===== config.mk =====
export PLATFORM = sky130hd
export DESIGN_NAME = bdx_unit
export DESIGN_NICKNAME = d
export VERILOG_FILES = /design/src/hw/bdx_pkg.sv /design/src/hw/bdx_unit.sv /design/src/hw/bdx_match.sv /design/src/hw/bdx_irq.sv
export VERILOG_INCLUDE_DIRS = /design/src /design/src/hw
export SDC_FILE = /design/constraint.sdc
export NUM_CORES = 1
export LEC_CHECK = 0
export ABC_AREA = 1
export BUFFER_PORTS_ARGS = -buffer_cell sky130_fd_sc_hd__buf_2
export CAP_MARGIN = 0
export CORE_MARGIN = 1
export CORE_UTILIZATION = 55
export DETAILED_ROUTE_END_ITERATION = 16
export GPL_TIMING_DRIVEN = 0
export PLACE_DENSITY = 0.79
export REMOVE_ABC_BUFFERS = 1
export SLEW_MARGIN = 10
export SYNTH_ARGS = -nofsm -noshare
export SYNTH_HDL_FRONTEND = slang
export SYNTH_HIERARCHICAL = 1
export SYNTH_SLANG_ARGS = --single-unit

===== constraint.sdc =====
create_clock -name clk -period 17.7 [get_ports clk]
set_input_delay 1.77 -clock clk [delete_from_list [all_inputs] [get_ports clk]]
set_output_delay 1.77 -clock clk [all_outputs]
set_load 0.01 [all_outputs]

===== src/hw/bdx_cfg.svh =====
`ifndef BDX_CFG_SVH
`define BDX_CFG_SVH
// Register offsets, byte addresses
`define BDX_OFF_ADDR0 8'h00
`define BDX_OFF_CTRL 8'h10
`define BDX_OFF_STAT 8'h14
`define BDX_OFF_IRQ_STAT 8'h18
`define BDX_OFF_IRQ_CLR 8'h1c
`define BDX_OFF_IRQ_EN 8'h20
// Control fields
`define BDX_CTRL_LOC_LSB 0
`define BDX_CTRL_GLB_LSB 4
`define BDX_CTRL_COND_LSB 8
`define BDX_CTRL_PROT_BIT 16
// Status fields
`define BDX_STAT_ACC_BIT 4
`define BDX_STAT_PEND_BIT 5
// Condition code for instruction execution
`define BDX_COND_EXEC 2'h0
`define BDX_CTRL_RST 32'h0000_0000
// Interrupt bits
`define BDX_IRQ_EXC 0
`define BDX_IRQ_ACC 1
`define BDX_IRQ_DROP 2
`define BDX_IRQ_W 3
// Page size
`define BDX_PAGE_BITS 12
`endif


===== src/hw/bdx_pkg.sv =====
package bdx_pkg;
    typedef logic [31:0] bdx_word_t;
    typedef logic [3:0] bdx_flags_t;
    typedef enum logic [1:0] {
        BDX_IDLE,
        BDX_SHADOW,
        BDX_HELD
    } bdx_pend_e;
endpackage


===== src/hw/bdx_unit.sv =====
// Chosen here: register access over Avalon-MM and the register offsets.
`timescale 1ns/10ps
`include "bdx_cfg.svh"
// Summary of operation
// - Protection fault after stack-segment load sets only access flag.
// - Page-split store after stack-segment load discards the pending hit.
// - Software interrupt after stack-segment load clears all match flags and pending.
// - Simultaneous management interrupt drops the pending data hit.
// - Hit on a debug-register access instruction is reported twice when protection is off and no management interrupt coincides.
// - Each breakpoint armed by its local or global enable.
// - Condition 00 means breakpoint on instruction execution.
// - Disabled register normally raises no instruction breakpoint.
// - Faulting fetch may still hit a disabled execution register when any armed.
module bdx_unit (
    // Clock and reset
    input wire logic clk,
    input wire logic sys_rst,
    input wire logic ce,
    // Avalon-MM slave
    input wire logic [7:0] avs_address,
    input wire logic avs_read,
    input wire logic avs_write,
    input wire logic [31:0] avs_writedata,
    output logic [31:0] avs_readdata,
    output logic avs_waitrequest,
    // Core retire stream
    input wire logic retire,
    input wire logic [31:0] acc_addr,
    input wire logic acc_fetch,
    input wire logic acc_data,
    input wire logic fetch_pf,
    input wire logic stack_segment_load,
    input wire logic store_page_split,
    input wire logic soft_int,
    input wire logic dbg_reg_access,
    input wire logic system_mgmt_interrupt,
    // Exception outputs
    output logic debug_exc,
    output logic smm_entry,
    output logic irq
);
    logic [127:0] bp_address_registers_ff;
    logic [31:0] ctrl_ff;
    bdx_pkg::bdx_flags_t breakpoint_match_flags_ff;
    logic debug_access_detected_flag_ff;
    bdx_pkg::bdx_pend_e pend_ff;
    bdx_pkg::bdx_flags_t pend_hits_ff;
    logic replay_ff;
    logic debug_exc_ff;
    logic smm_entry_ff;
    logic ack_ff;
    logic [3:0] hit;
    logic [3:0] local_bp_enables;
    logic [3:0] global_bp_enables;
    logic debug_reg_protect_enable;
    logic prot_fault;
    logic [`BDX_IRQ_W-1:0] irq_evt;
    logic [`BDX_IRQ_W-1:0] irq_stat;
    logic [`BDX_IRQ_W-1:0] irq_en;
    logic wr;
    logic rd;
    logic drop;
    logic report;
    logic ssl_hit;
    logic plain_hit;

    // Write strobe for one register offset
    function automatic logic wr_at(input logic strobe, input logic [7:0] addr, input logic [7:0] off);
        return strobe && addr == off;
    endfunction

    // Slot of a breakpoint address register
    function automatic logic [1:0] slot_of(input logic [7:0] addr);
        return addr[3:2];
    endfunction

    // Stack-segment shadow state
    function automatic logic is_shadow(input bdx_pkg::bdx_pend_e st);
        return st == bdx_pkg::BDX_SHADOW;
    endfunction

    assign local_bp_enables = ctrl_ff[`BDX_CTRL_LOC_LSB +: 4];
    assign global_bp_enables = ctrl_ff[`BDX_CTRL_GLB_LSB +: 4];
    assign debug_reg_protect_enable = ctrl_ff[`BDX_CTRL_PROT_BIT];

    bdx_match bdx_match_inst (
        .addr_vec(bp_address_registers_ff),
        .armed(local_bp_enables | global_bp_enables),
        .cond(ctrl_ff[`BDX_CTRL_COND_LSB +: 8]),
        .acc_addr(acc_addr),
        .acc_fetch(acc_fetch),
        .acc_data(acc_data),
        .fetch_pf(fetch_pf),
        .hit(hit)
    );

    // Bus handshake: one wait cycle per access
    assign wr = avs_write && ack_ff;
    assign rd = avs_read && ack_ff;
    assign avs_waitrequest = (avs_read || avs_write) && !ack_ff;

    always_ff @(posedge clk or posedge sys_rst) begin
        if (sys_rst) begin
            ack_ff <= 1'b0;
        end else if (ce) begin
            ack_ff <= (avs_read || avs_write) && !ack_ff;
        end
    end

    always_ff @(posedge clk or posedge sys_rst) begin
        if (sys_rst) begin
            avs_readdata <= 32'h0;
        end else if (ce && avs_read && !ack_ff) begin
            unique case (avs_address)
                8'h00, 8'h04, 8'h08, 8'h0c:
                    avs_readdata <= bp_address_registers_ff[slot_of(avs_address)*32 +: 32];
                `BDX_OFF_CTRL: avs_readdata <= ctrl_ff;
                `BDX_OFF_STAT: avs_readdata <= {26'h0, pend_ff != bdx_pkg::BDX_IDLE,
                    debug_access_detected_flag_ff, breakpoint_match_flags_ff};
                `BDX_OFF_IRQ_STAT: avs_readdata <= {29'h0, irq_stat};
                `BDX_OFF_IRQ_EN: avs_readdata <= {29'h0, irq_en};
                default: avs_readdata <= 32'h0;
            endcase
        end
    end

    always_ff @(posedge clk or posedge sys_rst) begin
        if (sys_rst) begin
            bp_address_registers_ff <= 128'h0;
        end else if (ce && wr && avs_address[7:4] == 4'h0) begin
            bp_address_registers_ff[slot_of(avs_address)*32 +: 32] <= avs_writedata;
        end
    end

    always_ff @(posedge clk or posedge sys_rst) begin
        if (sys_rst) begin
            ctrl_ff <= `BDX_CTRL_RST;
        end else if (ce && wr_at(wr, avs_address, `BDX_OFF_CTRL)) begin
            ctrl_ff <= avs_writedata;
        end
    end

    // Fault on protected debug-register access
    assign prot_fault = retire && dbg_reg_access && debug_reg_protect_enable;
    // Data hit of a stack-segment load
    assign ssl_hit = stack_segment_load && acc_data && |hit;
    assign plain_hit = |hit && !(stack_segment_load && acc_data);
    assign drop = retire && is_shadow(pend_ff) && (system_mgmt_interrupt || store_page_split
        || soft_int || prot_fault);
    assign report = retire && is_shadow(pend_ff) && !drop;

    // Pending state for stack-segment loads
    always_ff @(posedge clk or posedge sys_rst) begin
        if (sys_rst) begin
            pend_ff <= bdx_pkg::BDX_IDLE;
        end else if (ce && retire) begin
            unique case (pend_ff)
                bdx_pkg::BDX_IDLE, bdx_pkg::BDX_HELD: begin
                    if (ssl_hit) begin
                        pend_ff <= bdx_pkg::BDX_SHADOW;
                    end else begin
                        pend_ff <= bdx_pkg::BDX_IDLE;
                    end
                end
                bdx_pkg::BDX_SHADOW: begin
                    pend_ff <= bdx_pkg::BDX_IDLE;
                end
            endcase
        end
    end

    // Hits held while pending
    always_ff @(posedge clk or posedge sys_rst) begin
        if (sys_rst) begin
            pend_hits_ff <= 4'h0;
        end else if (ce && retire) begin
            if (!is_shadow(pend_ff) && ssl_hit) begin
                pend_hits_ff <= hit;
            end else begin
                pend_hits_ff <= 4'h0;
            end
        end
    end

    // Per-breakpoint match flags
    always_ff @(posedge clk or posedge sys_rst) begin
        if (sys_rst) begin
            breakpoint_match_flags_ff <= 4'h0;
        end else if (ce) begin
            if (wr_at(wr, avs_address, `BDX_OFF_STAT)) begin
                breakpoint_match_flags_ff <= avs_writedata[3:0];
            end
            // No match flags on protection fault
            if (retire && !prot_fault) begin
                if (is_shadow(pend_ff) && soft_int) begin
                    breakpoint_match_flags_ff <= 4'h0;
                end else if (report) begin
                    breakpoint_match_flags_ff <= breakpoint_match_flags_ff | pend_hits_ff;
                end else if (plain_hit) begin
                    breakpoint_match_flags_ff <= breakpoint_match_flags_ff | hit;
                end
            end
        end
    end

    // Access-detected flag, set wins over a write
    always_ff @(posedge clk or posedge sys_rst) begin
        if (sys_rst) begin
            debug_access_detected_flag_ff <= 1'b0;
        end else if (ce) begin
            if (retire && prot_fault) begin
                debug_access_detected_flag_ff <= 1'b1;
            end else if (wr_at(wr, avs_address, `BDX_OFF_STAT)) begin
                debug_access_detected_flag_ff <= avs_writedata[`BDX_STAT_ACC_BIT];
            end
        end
    end

    always_ff @(posedge clk or posedge sys_rst) begin
        if (sys_rst) begin
            replay_ff <= 1'b0;
        end else if (ce) begin
            replay_ff <= retire && dbg_reg_access && !prot_fault && |hit;
        end
    end

    // Debug exception pulse
    always_ff @(posedge clk or posedge sys_rst) begin
        if (sys_rst) begin
            debug_exc_ff <= 1'b0;
        end else if (ce) begin
            debug_exc_ff <= replay_ff || (retire && (prot_fault || report ||
                (plain_hit && !system_mgmt_interrupt)));
        end
    end

    always_ff @(posedge clk or posedge sys_rst) begin
        if (sys_rst) begin
            smm_entry_ff <= 1'b0;
        end else if (ce) begin
            smm_entry_ff <= retire && system_mgmt_interrupt;
        end
    end
    assign debug_exc = debug_exc_ff;
    assign smm_entry = smm_entry_ff;

    assign irq_evt = {drop, prot_fault, debug_exc_ff};

    bdx_irq bdx_irq_inst (
        .clk(clk),
        .sys_rst(sys_rst),
        .ce(ce),
        .evt(irq_evt),
        .clr(wr_at(wr, avs_address, `BDX_OFF_IRQ_CLR) ? avs_writedata[2:0] : 3'h0),
        .en_we(wr_at(wr, avs_address, `BDX_OFF_IRQ_EN)),
        .en_wdata(avs_writedata[2:0]),
        .stat_ff(irq_stat),
        .en_ff(irq_en),
        .irq(irq)
    );
endmodule


===== src/hw/bdx_match.sv =====
`timescale 1ns/10ps
`include "bdx_cfg.svh"
module bdx_match (
    // Breakpoint setup
    input wire logic [127:0] addr_vec,
    input wire logic [3:0] armed,
    input wire logic [7:0] cond,
    // Access
    input wire logic [31:0] acc_addr,
    input wire logic acc_fetch,
    input wire logic acc_data,
    input wire logic fetch_pf,
    // Hits
    output logic [3:0] hit
);
    always_comb begin
        hit = 4'h0;
        for (int i = 0; i < 4; i++) begin
            if (addr_vec[i*32 +: 32] == acc_addr) begin
                if (cond[i*2 +: 2] == `BDX_COND_EXEC) begin
                    hit[i] = acc_fetch && (armed[i] || (fetch_pf && (|armed)));
                end else begin
                    hit[i] = acc_data && armed[i];
                end
            end
        end
    end
endmodule


===== src/hw/bdx_irq.sv =====
`timescale 1ns/10ps
`include "bdx_cfg.svh"
module bdx_irq (
    // Clock and reset
    input wire logic clk,
    input wire logic sys_rst,
    input wire logic ce,
    // Events and software
    input wire logic [`BDX_IRQ_W-1:0] evt,
    input wire logic [`BDX_IRQ_W-1:0] clr,
    input wire logic en_we,
    input wire logic [`BDX_IRQ_W-1:0] en_wdata,
    // State
    output logic [`BDX_IRQ_W-1:0] stat_ff,
    output logic [`BDX_IRQ_W-1:0] en_ff,
    output logic irq
);
    always_ff @(posedge clk or posedge sys_rst) begin
        if (sys_rst) begin
            stat_ff <= '0;
        end else if (ce) begin
            stat_ff <= (stat_ff & ~clr) | evt;
        end
    end
    always_ff @(posedge clk or posedge sys_rst) begin
        if (sys_rst) begin
            en_ff <= '0;
        end else if (ce && en_we) begin
            en_ff <= en_wdata;
        end
    end
    assign irq = |(stat_ff & en_ff);
endmodule


==> summary.md <==
| Metric | Value |
|---|---|
| CP arrival | a little over 6 ns |
| Mapped Cells | about 1900 |
| Final Hold Viols | 0 |
| DRT Pass-1 Iters | 7 |
| Yosys cell types | 37 |
| Top_reg_cell synth | dfrtp_1 |
| Final Skew | 0.0126 ns |
| PnR worst setup slack | ~12 ns |
| Worst ir drop on vdd | 0.0924 mV |
| Clock Latency Late Sink | around 0.53 ns |
| Crit path capture type | register |
| Die H | about 160 µm |
| Most frequent cells in the layout | 754 x nand2_1, 218 x inv_1, 212 x dfrtp_1 |
| Critical hold path startpoint | avs_readdata[24] |
| Final global-route overflow total | 0 |
| PD cells | 83.0 nW/µm² |
| Vias | ~13000 |
| Max-cap violations | 0 |
| Final min period | roughly 5.8 ns |
| Dpl hpwl | about 27000 µm |
| Vias in the first global route | ~13000 |
| Die area | 24000 µm² |
| Busiest layer in global routing | met2 |
| Routed wire per std cell | 18.0 µm |
| Post-CTS setup buffers | 0 |
| Layout cell share with drive strength beyond 1 | between 10% and 20% |
| R2r startpoint | ack_ff |
| Net Sw Power | about 340 µW |
| Post-route setup TNS | 0 ns |
| Synthesized cell area | 12900 µm² |
| Max Root-Sink Buffers | 3 |
| Fraction of power consumed by the clock network | between 40% and 50% |
| Met3 Use GR | 6.07% |
| Critical Path RT | roughly 18 ns |
| Sw Share | 28.2% |
| Post-synthesis sequential area ratio | 41.2% |
| Placer congestion estimate | 0.919 |
| Total power | between 1000 and 1500 µW |
| Fin util | between 60% and 70% |
| Post-Place Setup Slack | roughly 12 ns |
| Antenna Nets Post-Route | 0 |
| Setup Crit Path Kind | in2reg |
| Post-CTS sizing | 0 |
| CP Launch Type | primary input |
| FF+latch count, synth | roughly 210 |
| Final nets | ~2100 |
| Hold crit path type | reg2reg |
| Ports | 122 |
| Site Rows | 55 |
| Slew Limit Headroom | 15.4% |
| Layout area overhead | 13.0% |
| Final wirelength | ~42000 µm |
| Met1 usage | between 40 and 50% |
| Initial Util | 56.5% |
| Post-Syn Area per Cell | 6.68 µm² |
| Origin of the worst setup path | avs_address[2] |
| TritonCTS clock tree | yes |
| Via/cell ratio | roughly 5.7 |
| Clk slew on worst S/H paths | 0.06 ns |
| Combinational share of power | between 10 and 15% |
| Final slew viol count | 0 |
| Initial DRC count | 1281 |
| Share of power burned in registers | about 43% |
| Setup violations, final | 0 |
| First-pass GRT wire length | about 66000 µm |
| Final Cycle Share | around a third |
| Asr flop ratio synth | between 90% and 100% |
| Pleak | roughly 0.0075 µW |
| CP Max Fanout | 77 |
| Die W | about 160 µm |
| GRT Overall Usage | about 35% |
| Slew @ Worst Pin | around 1.3 ns |
| Clock Sinks | roughly 210 |
| Most common cell after layout, fill and taps aside | nand2_1 |
| TritonCTS buffer count | 24 |
| Initial antenna violation count | 5 |
| Outcome | complete, no violations |
| Internal power | 868 µW |
| Hold buffer count at CTS | 0 |
| RSZ-0062 raised after global routing | false |
| Global-route met2 utilization | 56.5% |
| H-tree Lvls | 1 |
| Clock root buffer | clkbuf_16 |
| FMAX | roughly 170 MHz |
| EDFF count, synth | 0 |
| Ys Warns | 6 |
| DRC viols | 0 |
| Core Box Area | 22800 µm² |
| Fin area | approximately 15000 µm² |
| # port buffers | ~120 |
| Largest net degree at the start of global routing | around 120 |
| Cell Area, Placed | 13700 µm² |
[cells by family (layout without fill, tap and decap cells)]
logic type | count (synthesis) | after routing | synth area share (%)
and+or+nand+nor | 1063 | 1063 | 33.1
buffers and inverters | 330 | 412 | 10.3
xor gates and xnor gates | 21 | 21 | 1.43
adders and majority gates | 4 | 4 | 0.389
other | 0 | 4 | 0
DFF | 212 | 212 | 41.2
AOI/OAI and AO/OA | 298 | 298 | 13.5
[area by class of cell]
cell class	instances	area, µm²
fillers	2029	8230
multi-input cells	1386	6310
flip-flops and latches	212	5310
inverters	240	911
repair buffers	130	796
clock buffers	31	688
well taps	313	392
clock inverters	11	135
diodes	4	10.0
[cells in the mapped netlist, types with 2 or more instances]
| cell | n | area share [%] |
|---|---|---|
| a21oi_1 | 81 | 3.1 |
| a32o_1 | 26 | 2.0 |
| buf_1 | 5 | 0.15 |
| buf_2 | 30 | 1.2 |
| buf_4 | 3 | 0.17 |
| buf_6 | 5 | 0.44 |
| clkbuf_1 | 44 | 1.3 |
| clkbuf_2 | 3 | 0.12 |
| dfrtp_1 | 212 | 41 |
| ha_1 | 4 | 0.39 |
| inv_1 | 219 | 6.4 |
| inv_2 | 20 | 0.58 |
| nand2_1 | 756 | 22 |
| nand2_4 | 2 | 0.17 |
| nand3_1 | 80 | 3.1 |
| nand4_1 | 41 | 2.0 |
| nor2_1 | 166 | 4.8 |
| nor2_2 | 4 | 0.19 |
| nor2_4 | 3 | 0.26 |
| nor3_1 | 5 | 0.19 |
| o211ai_1 | 6 | 0.35 |
| o21ai_0 | 104 | 4.0 |
| o21ai_1 | 38 | 1.5 |
| o221ai_1 | 2 | 0.14 |
| o22ai_1 | 6 | 0.29 |
| o31ai_1 | 32 | 1.9 |
| or2_2 | 2 | 0.097 |
| xnor2_1 | 16 | 1.1 |
| xor2_1 | 5 | 0.34 |
[flip-flops by register name, summed over array words and instances, names as in the netlist, 3 cells and up]
signal	cells
breakpoint_match_flags_ff	4
bdx_irq_inst/en_ff	3
pend_hits_ff	4
bp_address_registers_ff	128
avs_readdata	32
ctrl_ff	32
bdx_irq_inst/stat_ff	3
[path summary, 6_finish.rpt]
| path | to | slack (ns) | cells past startpoint |
|---|---|---|---|
| worst min-delay path | avs_readdata[24] | 0.47 | 2 |
| max in group asynchronous | bp_address_registers_ff[123] | 15.28 | 3 |
| min in group asynchronous | bdx_irq_inst/en_ff[1] | 1.20 | 2 |
| worst max-delay path | bp_address_registers_ff[30] | 11.95 | 7 |
| worst max register to register | bp_address_registers_ff[36] | 15.03 | 6 |
| worst min register to register | avs_readdata[24] | 0.47 | 2 |
[power groups by stage]
stage / logic (µW) / clock network (µW) / registers (µW)
6_report: 163 / 527 / 518
5_1_grt: 179 / 544 / 520
4_1_cts: 160 / 528 / 517
3_5_place_dp: 159 / 0 / 526
3_3_place_gp: 149 / 0 / 525
2_1_floorplan: 89.0 / 0 / 523
[worst max-delay path: stages]
cell      delay, ns
buf_4          0.71
clkinv_2       1.16
ha_4           1.19
inv_2          0.32
nand2_2        0.51
buf_12         0.28
o31ai_1        0.10
[layer usage]
layer / vias up / wire length (µm)
met2: 732 / 19100
met4: 2 / 1930
met3: 143 / 4070
met5: - / 13
met1: 6190 / 16900
li1: 6239 / -
[through the flow]
stage / hold slack (ns) / std cells
after floorplan: 0.453 / 1838
after global routing: 0.491 / 2326
final: 0.471 / 2327
after detailed placement: 0.460 / 2281
after CTS: 0.476 / 2323
after global placement: 0.456 / 2272
(Power assumes the default switching activity.)
